===== config.mk =====
export PLATFORM = sky130hd
export DESIGN_NAME = bsm_ctrl
export DESIGN_NICKNAME = d
export VERILOG_FILES = /design/src/bsm_pkg.sv /design/src/bsm_ctrl.sv
export SDC_FILE = /design/constraint.sdc
export NUM_CORES = 1
export LEC_CHECK = 0
export BUFFER_PORTS_ARGS = -buffer_cell sky130_fd_sc_hd__buf_2
export CORE_MARGIN = 1
export CORE_UTILIZATION = 30
export DETAILED_ROUTE_END_ITERATION = 6
export GPL_TIMING_DRIVEN = 0
export HOLD_SLACK_MARGIN = 0.1
export SLEW_MARGIN = 40
export SYNTH_ARGS = -nofsm -noshare
export SYNTH_HDL_FRONTEND = slang
export SYNTH_SLANG_ARGS = --single-unit

===== constraint.sdc =====
create_clock -name i_clk_sys -period 2.1 [get_ports i_clk_sys]
set_clock_uncertainty 0.15 [all_clocks]
set_input_delay 0.21 -clock i_clk_sys [delete_from_list [all_inputs] [get_ports i_clk_sys]]
set_output_delay 0.21 -clock i_clk_sys [all_outputs]
set_load 0.02 [all_outputs]

===== src/bsm_pkg.sv =====
// Contract
// - Fuses load level and both modes at reset
// - Active mode field ignores software writes
// - Sleep mode field is software writable
// - Reset request when supply below threshold
// - Continuous or periodic brief detector activation
// - Sleep entry switches to sleep mode field
// - Wake-up returns to active mode field
// - Enable bit turns the monitor on
// - Event on falling, rising or either crossing
// - Monitor off while detector disabled
// - Sampled mode evaluates monitor at samples
// - Flag set on matching crossing while enabled
// - Monitor level field picks threshold offset
// - Irq while flag and enable both set
// - No monitor irq while cpu debug-halted
// - Sleep field write needs key within four
// - Locked protected write leaves register unchanged; code still writes the sample rate bit
// - Trigger codes: below, above, cross
// - Level codes: 5, 15, 25 percent
// - Mode codes: off, continuous, sampled, wake-hold
// - Status bit one while supply below monitor
package bsm_pkg;
  localparam logic [3:0] BSM_ADR_MODE   = 4'h0;
  localparam logic [3:0] BSM_ADR_LEVEL  = 4'h1;
  localparam logic [3:0] BSM_ADR_WLVL   = 4'h8;
  localparam logic [3:0] BSM_ADR_WINT   = 4'h9;
  localparam logic [3:0] BSM_ADR_WFLAG  = 4'ha;
  localparam logic [3:0] BSM_ADR_WSTATE = 4'hb;
  // Mode encodings
  localparam logic [1:0] BSM_MODE_DIS   = 2'h0;
  localparam logic [1:0] BSM_MODE_CONT  = 2'h1;
  localparam logic [1:0] BSM_MODE_SAMP  = 2'h2;
  localparam logic [1:0] BSM_MODE_WAKE  = 2'h3;
  // Trigger encodings
  localparam logic [1:0] BSM_TRIG_BELOW = 2'h0;
  localparam logic [1:0] BSM_TRIG_ABOVE = 2'h1;
  localparam logic [1:0] BSM_TRIG_CROSS = 2'h2;
  // Field positions
  localparam int BSM_POS_SAMPLE_RATE_SELECT = 4;
  localparam int BSM_POS_ACTIVE   = 2;
  localparam int BSM_POS_TRIG     = 1;
  // Reset values
  localparam logic [1:0] BSM_RST_WLVL = 2'h0;
  localparam logic [1:0] BSM_RST_TRIG = 2'h0;
  // Protection window, in instructions (one instruction per i_instr_retire pulse)
  localparam logic [2:0] BSM_UNLOCK_WINDOW = 3'h4;
  // Sample periods: 1 kHz and 125 Hz at 25 MHz
  localparam int BSM_CLK_HZ      = 25_000_000;
  localparam int BSM_FAST_HZ     = 1000;
  localparam int BSM_SLOW_HZ     = 125;
  localparam int BSM_FAST_CYCLES = BSM_CLK_HZ / BSM_FAST_HZ;
  localparam int BSM_SLOW_CYCLES = BSM_CLK_HZ / BSM_SLOW_HZ;
  // Fuse contents
  typedef struct packed {
    logic       sample_rate_select;
    logic [1:0] active_mode;
    logic [1:0] sleep_mode;
    logic [2:0] brownout_threshold_select;
  } bsm_fuse_t;
  // Analog comparator view, before synchronisation
  typedef struct packed {
    logic below_brownout;
    logic below_warning;
  } bsm_cmp_t;
endpackage


===== src/bsm_ctrl.sv =====
`timescale 1ns/10ps
`default_nettype none
module bsm_ctrl #(
  parameter int FAST_CYCLES = bsm_pkg::BSM_FAST_CYCLES,
  parameter int SLOW_CYCLES = bsm_pkg::BSM_SLOW_CYCLES
) (
  // Clock and reset
  input  wire logic              i_clk_sys,
  input  wire logic              i_resetn,
  // Wishbone slave
  input  wire logic              i_wb_cyc,
  input  wire logic              i_wb_stb,
  input  wire logic              i_wb_we,
  input  wire logic [3:0]        i_wb_adr,
  input  wire logic [7:0]        i_wb_dat,
  output logic      [7:0]        o_wb_dat,
  output logic                   o_wb_ack,
  // Fuses and cpu side
  input  wire bsm_pkg::bsm_fuse_t i_fuse,
  input  wire logic              i_unlock_key,
  input  wire logic              i_instr_retire,
  input  wire logic              i_sleep_deep,
  input  wire logic              i_debug_halt,
  // Analog side
  input  wire bsm_pkg::bsm_cmp_t i_cmp,
  output logic                   o_detector_on,
  output logic      [2:0]        o_brownout_threshold,
  output logic      [1:0]        o_warning_level,
  // Results
  output logic                   o_reset_req,
  output logic                   o_wake_hold,
  output logic                   o_irq
);
  import bsm_pkg::*;

  logic       samp_rate;
  logic [1:0] active_mode;
  logic [1:0] sleep_mode;
  logic [2:0] bo_level;
  logic [1:0] wlvl;
  logic [1:0] trig;
  logic       irq_en;
  logic       flag;
  logic       below_state;
  logic       prev_below;
  logic       fuse_loaded;
  logic [2:0] unlock_cnt;
  logic [2:0] sy_bo;
  logic [2:0] sy_w;
  logic       bo_stable;
  logic       w_stable;
  logic [22:0] samp_cnt;
  logic       sample_tick;
  logic [1:0] eff_mode;
  logic       det_en;
  logic       eval;
  logic       crossing;
  logic       bus_req;
  logic       wr;
  logic [7:0] next_rdata;

  assign bus_req = i_wb_cyc && i_wb_stb && !o_wb_ack;
  assign wr      = bus_req && i_wb_we;

  // Fuse load in the first cycle after reset release
  always_ff @(posedge i_clk_sys)
  begin
    if (!i_resetn)
      fuse_loaded <= 1'b0;
    else
      fuse_loaded <= 1'b1;
  end

  // Fuse-loaded fields; active mode never written by software
  always_ff @(posedge i_clk_sys)
  begin
    if (!i_resetn)
    begin
      samp_rate   <= 1'b0;
      active_mode <= BSM_MODE_DIS;
      bo_level    <= 3'h0;
    end
    else if (!fuse_loaded)
    begin
      samp_rate   <= i_fuse.sample_rate_select;
      active_mode <= i_fuse.active_mode;
      bo_level    <= i_fuse.brownout_threshold_select;
    end
    else if (wr && i_wb_adr == BSM_ADR_MODE)
      samp_rate   <= i_wb_dat[BSM_POS_SAMPLE_RATE_SELECT];
  end

  // Unlock window counts retired instructions after the key
  always_ff @(posedge i_clk_sys)
  begin
    if (!i_resetn)
      unlock_cnt <= 3'h0;
    else if (i_unlock_key)
      unlock_cnt <= BSM_UNLOCK_WINDOW;
    else if (unlock_cnt != 3'h0 && i_instr_retire)
      unlock_cnt <= unlock_cnt - 3'h1;
  end

  // Protected sleep mode field
  always_ff @(posedge i_clk_sys)
  begin
    if (!i_resetn)
      sleep_mode <= BSM_MODE_DIS;
    else if (!fuse_loaded)
      sleep_mode <= i_fuse.sleep_mode;
    else if (wr && i_wb_adr == BSM_ADR_MODE && unlock_cnt != 3'h0)
      sleep_mode <= i_wb_dat[1:0];
  end

  // Monitor configuration registers
  always_ff @(posedge i_clk_sys)
  begin
    if (!i_resetn)
    begin
      wlvl   <= BSM_RST_WLVL;
      trig   <= BSM_RST_TRIG;
      irq_en <= 1'b0;
    end
    else if (wr && i_wb_adr == BSM_ADR_WLVL)
      wlvl   <= i_wb_dat[1:0];
    else if (wr && i_wb_adr == BSM_ADR_WINT)
    begin
      trig   <= i_wb_dat[BSM_POS_TRIG +: 2];
      irq_en <= i_wb_dat[0];
    end
  end

  // Comparator synchronisers, three stages
  always_ff @(posedge i_clk_sys)
  begin
    if (!i_resetn)
    begin
      sy_bo <= 3'h0;
      sy_w  <= 3'h0;
    end
    else
    begin
      sy_bo <= {sy_bo[1:0], i_cmp.below_brownout};
      sy_w  <= {sy_w[1:0], i_cmp.below_warning};
    end
  end

  // Accept a level once the last two stages agree
  always_ff @(posedge i_clk_sys)
  begin
    if (!i_resetn)
    begin
      bo_stable <= 1'b0;
      w_stable  <= 1'b0;
    end
    else
    begin
      if (sy_bo[2] == sy_bo[1])
        bo_stable <= sy_bo[2];
      if (sy_w[2] == sy_w[1])
        w_stable <= sy_w[2];
    end
  end

  // Mode selection follows sleep state
  always_comb
  begin
    eff_mode = i_sleep_deep ? sleep_mode : active_mode;
    det_en   = fuse_loaded && eff_mode != BSM_MODE_DIS;
  end

  // Sample period counter
  always_ff @(posedge i_clk_sys)
  begin
    if (!i_resetn)
    begin
      samp_cnt    <= 23'h0;
      sample_tick <= 1'b0;
    end
    else if (samp_cnt == 23'h0)
    begin
      samp_cnt    <= samp_rate ? 23'(SLOW_CYCLES - 1)
                               : 23'(FAST_CYCLES - 1);
      sample_tick <= 1'b1;
    end
    else
    begin
      samp_cnt    <= samp_cnt - 23'h1;
      sample_tick <= 1'b0;
    end
  end

  // Evaluate continuously or only at sample ticks
  always_comb
  begin
    eval = det_en && (eff_mode != BSM_MODE_SAMP || sample_tick);
    unique case (trig)
      BSM_TRIG_BELOW: crossing = w_stable && !prev_below;
      BSM_TRIG_ABOVE: crossing = !w_stable && prev_below;
      BSM_TRIG_CROSS: crossing = w_stable != prev_below;
      default:        crossing = 1'b0;
    endcase
  end

  // Detector drive to analog side
  always_ff @(posedge i_clk_sys)
  begin
    if (!i_resetn)
    begin
      o_detector_on        <= 1'b0;
      o_brownout_threshold <= 3'h0;
      o_warning_level      <= 2'h0;
      o_wake_hold          <= 1'b0;
    end
    else
    begin
      o_detector_on        <= det_en && (eff_mode != BSM_MODE_SAMP
                                         || sample_tick);
      o_brownout_threshold <= bo_level;
      o_warning_level      <= wlvl;
      o_wake_hold          <= !i_sleep_deep
                              && active_mode == BSM_MODE_WAKE;
    end
  end

  // Brownout reset request
  always_ff @(posedge i_clk_sys)
  begin
    if (!i_resetn)
      o_reset_req <= 1'b0;
    else
      o_reset_req <= eval && bo_stable;
  end

  // Monitor state and previous sample
  always_ff @(posedge i_clk_sys)
  begin
    if (!i_resetn)
    begin
      below_state <= 1'b0;
      prev_below  <= 1'b0;
    end
    else if (eval && irq_en)
    begin
      below_state <= w_stable;
      prev_below  <= w_stable;
    end
  end

  // Flag: set wins over write-one clear
  always_ff @(posedge i_clk_sys)
  begin
    if (!i_resetn)
      flag <= 1'b0;
    else if (eval && irq_en && crossing)
      flag <= 1'b1;
    else if (wr && i_wb_adr == BSM_ADR_WFLAG && i_wb_dat[0])
      flag <= 1'b0;
  end

  // Interrupt held off during debug halt
  always_ff @(posedge i_clk_sys)
  begin
    if (!i_resetn)
      o_irq <= 1'b0;
    else
      o_irq <= flag && irq_en && !i_debug_halt;
  end

  // Read mux
  always_comb
  begin
    next_rdata = 8'h00;
    unique case (i_wb_adr)
      BSM_ADR_MODE:   next_rdata = {3'h0, samp_rate, active_mode,
                                    sleep_mode};
      BSM_ADR_LEVEL:  next_rdata = {5'h0, bo_level};
      BSM_ADR_WLVL:   next_rdata = {6'h0, wlvl};
      BSM_ADR_WINT:   next_rdata = {5'h0, trig, irq_en};
      BSM_ADR_WFLAG:  next_rdata = {7'h0, flag};
      BSM_ADR_WSTATE: next_rdata = {7'h0, below_state};
      default:        next_rdata = 8'h00;
    endcase
  end

  // Wishbone answer one cycle after request
  always_ff @(posedge i_clk_sys)
  begin
    if (!i_resetn)
    begin
      o_wb_ack <= 1'b0;
      o_wb_dat <= 8'h00;
    end
    else
    begin
      o_wb_ack <= bus_req;
      o_wb_dat <= bus_req ? next_rdata : 8'h00;
    end
  end
endmodule // bsm_ctrl
`default_nettype wire


== After elaboration in Yosys (flattened, before gate mapping) ==
Cells that the tools add are included.

* Bitwise logic cells: 2
* Reductions and logical operators: 36
* $add $sub $neg: 2
* Multiplexer cells: 15
* Equality and inequality tests: 14

{| class="wikitable"
|+ Operators with widths
! cell !! number
|-
| 5-bit one-hot mux with 6 select lines || 1
|-
| 23-bit logical NOT || 1
|-
| 23-bit two-way mux || 1
|-
| 23-bit by 1-bit subtractor with 23-bit output (second input constant) || 1
|-
| 1-bit logical AND || 20
|-
| 18-bit two-way mux || 1
|-
| 4-bit equality test (second input constant) || 4
|-
| 1-bit two-way mux || 6
|-
| 2-bit two-way mux || 3
|-
| 3-bit two-way mux || 2
|-
| 2-bit nonzero test || 3
|-
| 1-bit logical NOT || 5
|-
| 2-bit equality test (second input constant) || 2
|-
| 4-bit by 1-bit equality test with 1-bit output (second input constant) || 1
|-
| 4-bit logical NOT || 1
|-
| 2-bit by 1-bit inequality test with 1-bit output (second input constant) || 2
|-
| 2-bit AND reduction || 2
|-
| 1-bit one-hot mux with 3 select lines || 1
|-
| 3-bit nonzero test || 1
|-
| 3-bit by 1-bit subtractor with 3-bit output (second input constant) || 1
|-
| 1-bit equality test || 2
|-
| 2-bit by 1-bit equality test with 1-bit output (second input constant) || 1
|-
| 2-bit logical NOT || 1
|-
| 2-bit inequality test (second input constant) || 1
|-
| 4 further kinds || 5
|}

* Output and inout port bits: 18
* Input bits: 31
* Bits in registers: 69

== Logic depth before layout (Yosys ltp) ==
* Word-level depth: 7
* Depth in mapped cells: 8
* Depth with buffers taken out: 6

== Worst setup path after synthesis ==
Ideal clock, no wire load.

* Path type: flip-flop to flip-flop
* Start: register samp_cnt[0]
* End: register samp_cnt[20]
* Period minus slack after synthesis: 2099 ps
* Cell stages (with the launch flop): 7
* Required time: 1879 ps
* Data arrival time: 1878 ps
* Setup slack: 1 ps
* Cells stage by stage: dfxtp_1 -> inv_1 -> ha_1 -> nor3b_1 -> nand4_1 -> or3_1 -> a21oi_1

* Word-level cells in the longest chain between the ends: 2
* Elaborated cells between the ends (all ways): 3
* Those cells by class: add/sub: 1; mux: 1; reduce/logical: 1

{| class="wikitable"
|+ RTL lines
! what !! line !! RTL
|-
| start: declaration || bsm_ctrl.sv:52 || <nowiki>logic [22:0] samp_cnt;</nowiki>
|-
| start signal: assignment || bsm_ctrl.sv:182 || <nowiki>samp_cnt <= samp_rate ? 23'(SLOW_CYCLES - 1)</nowiki>
|-
| start signal: assignment || bsm_ctrl.sv:188 || <nowiki>samp_cnt <= samp_cnt - 23'h1;</nowiki>
|-
| 23-bit by 1-bit subtractor with 23-bit output or 23-bit logical NOT (tied branches) || bsm_ctrl.sv:188, bsm_ctrl.sv:180 ||
|-
| 23-bit two-way mux (*) || bsm_ctrl.sv:180 || <nowiki>else if (samp_cnt == 23'h0)</nowiki>
|}

Mark *: on every way between the ends. The rest lies on a longest branch, timed or not.
A chain may end at the register's enable or synchronous reset.

== Worst setup path in the final report ==
* Start: register samp_cnt[17]
* End: register samp_cnt[5]

* Word-level cells in the longest chain between the ends: 2

{| class="wikitable"
|+ RTL lines
! what !! line
|-
| 23-bit logical NOT || bsm_ctrl.sv:180
|-
| 23-bit two-way mux || bsm_ctrl.sv:180
|}

No other way between the ends.

==> out/results.txt <==
Status - finished with violations
Failing checks - DRC, setup timing
Via/cell ratio - 4.86
Met2 usage - 0.232
Io pins - 49
Die X - 98.0 um
Wire length per cell - 13.6 um
Initial antenna violation count - 0
Fmax - 0.466 GHz
Layout cells sized above 1 - 0.297
Clock Sink Count - 66
RSZ-0062 raised after global routing - true
Non-Filler Instances - 505
Period utilisation layout - 1.02
Vias in the first global route - 2,327
Pwr dens - 1220 nW/um^2
Max transition margin - 0.472
Post-synthesis sequential area ratio - 0.478
# diodes - 0
Initial DRC count - 98
Clock root buffer - clkbuf_8
Worst-path clk slew - 0.07 ns
Post-Route Utilization - 0.451
Syn_area_per_cell - 9.44 sq um
DRT antenna net count - 0
Most frequent cells in the layout - 61 x dfxtp_1, 41 x buf_2, 24 x dlygate4sd3_1, 21 x nor2_1
R2r startpoint - samp_cnt[17]
Hold Path Class - in2reg
CTS tree - done
Via count - 2,452
Synth Cell Area - 2770 sq um
PortBufs - 41
Worst Path Max Fanout - 6
Global-route wire length before repair - 11.0 mm
Final Hold Vio Count - 0
Placement Rows - 34
Yosys warnings - 0
Critical Setup Path Class - reg2reg
Final wirelength - 6.85 mm
Commonest non-fill, non-tap cell in the layout - dfxtp_1
Remaining Overflow, GRT - 0
Total GRT Usage - 0.147
Layout area overhead - 43.5%
Tightest Pin Transition - 0.787 ns
Commonest register cell after synthesis - dfxtp_1
GR peak layer - met2
Post-DP HPWL - 4.32 mm
Number of instances in the placed design - 444
Largest net degree at the start of global routing - 13
Post-layout min period - 2.15 ns
Starting Density - 0.314
Final hold slack - 0.147 ns
DRC Markers - 4
DRT Pass-1 Iters - 6
Crit start category - register
Clk_lat worst skew - 0.35 ns
Slack of the critical path - -0.0471 ns
Crit path launch - samp_cnt[17]
Gpl congestion - 0.760
VDD IR-drop max - 0.000443 V
Die area - 9610 sq um
CP Data Arrival Time - 2.27 ns
Leakage power - 1.65 nW
Fin nets - 429
Netlist cell types - 45
CTS buffer count - 9
Max Cap Viol - 0
H-tree depth - 3
Critical Path RT - 2.22 ns
Met1 GRT Util - 0.184
Share of async-settable or async-resettable flops after synthesis - 0
Hold Startpoint - i_wb_adr[3]
Die height - 98.0 um
Pins Over Slew Limit - 0
Met3 Use GR - 0.0286
CP endpoint kind - register
CTS Buffer Depth - 2
Post-synth EDFFs - 0
#FFs+latches synth - 66
Setup Viol. Count Final - 14
Core area - 8810 sq um
Mapped Cells - 293
## path summary, 6_finish.rpt
kind,endpoint,slack (ns),depth (start not counted)
min reg2reg,sy_w[1],0.28,1
max,samp_cnt[5],-0.05,7
max reg2reg,samp_cnt[5],-0.05,7
min,o_wb_dat[0],0.15,4
## metrics by stage
stage          setup WS [ns]  total power, mW  TNS [ns]  instance area, sq um
3_5_place_dp          -0.249             2.71     -2.78                  3120
3_3_place_gp          -0.464             2.68     -3.73                  3110
6_report             -0.0471             4.86    -0.307                  3970
5_1_grt              -0.0838             5.14     -1.02                  3970
2_1_floorplan        0.00112             2.46         0                  2770
4_1_cts              -0.0115             4.37   -0.0307                  3730
## cells in the mapped netlist, drive strengths merged (6+ instances only)
library cell	count	area share
clkbuf	8	0.011
and2	12	0.027
xor2	7	0.022
nand2b	6	0.016
nor2	21	0.028
nor4	8	0.020
or3	10	0.023
buf	7	0.017
nand2	11	0.015
inv	15	0.020
o21ai	11	0.020
dfxtp	66	0.48
ha	6	0.027
mux2i	19	0.069
a31oi	6	0.014
a21oi	26	0.047
## layer usage
| metal | share of wire | vias up |
|---|---|---|
| met5 | 0 | - |
| met4 | 0.023 | 0 |
| met3 | 0.035 | 13 |
| met2 | 0.46 | 52 |
| met1 | 0.48 | 1146 |
| li1 | - | 1241 |
## logic make-up after synthesis
kind of cell / after synthesis / share of synthesized area
AOI/OAI and AO/OA: 63 / 0.141
xor gates and xnor gates: 12 / 0.0380
adders and majority gates: 6 / 0.0271
buffers and inverters: 30 / 0.0484
DFF: 66 / 0.478
muxes: 19 / 0.0687
other: 1 / 0.00136
and+or+nand+nor: 96 / 0.198
## critical path, cell delays in order, from the launching register on
cell       delay, ns
dfxtp_2         0.33
or4_4           0.53
buf_6           0.14
nand2b_4        0.15
or3_1           0.36
buf_6           0.16
clkbuf_16       0.16
a21oi_2         0.10
## power by group
group	switching [mW]	total [mW]	internal [mW]	leakage [nW]
logic	0.913	1.92	1.01	0.992
clock network	0.506	1.29	0.788	0.120
registers	0.210	1.64	1.43	0.541
total	1.63	4.86	3.23	1.65
## cell type report
type / instances / area [sq um]
repair buffers: 86 / 648
clock inverters: 7 / 116
plain buffers: 15 / 98.8
clock buffers: 9 / 124
flip-flops and latches: 66 / 1330
well taps: 108 / 135
multi-input cells: 199 / 1460
inverters: 15 / 56.3
fillers: 848 / 4840
## sequential cells by signal, indices dropped and copies added, names as in the netlist, 3 cells and up
signal and count:
sy_w 3, samp_cnt 23, unlock_cnt 3, o_wb_dat 5
o_brownout_threshold 3, sy_bo 3, bo_level 3
## what timing repair did
item / CTS / global route
hold buffers: 24 / 0
pin swaps: 5 / 10
buffers inserted: 7 / 13
endpoints found under the hold margin: 24 / 0
setup endpoints to repair: 21 / 24
cloned: 0 / 1
gates resized for setup: 16 / 30
(Power assumes the default switching activity.)
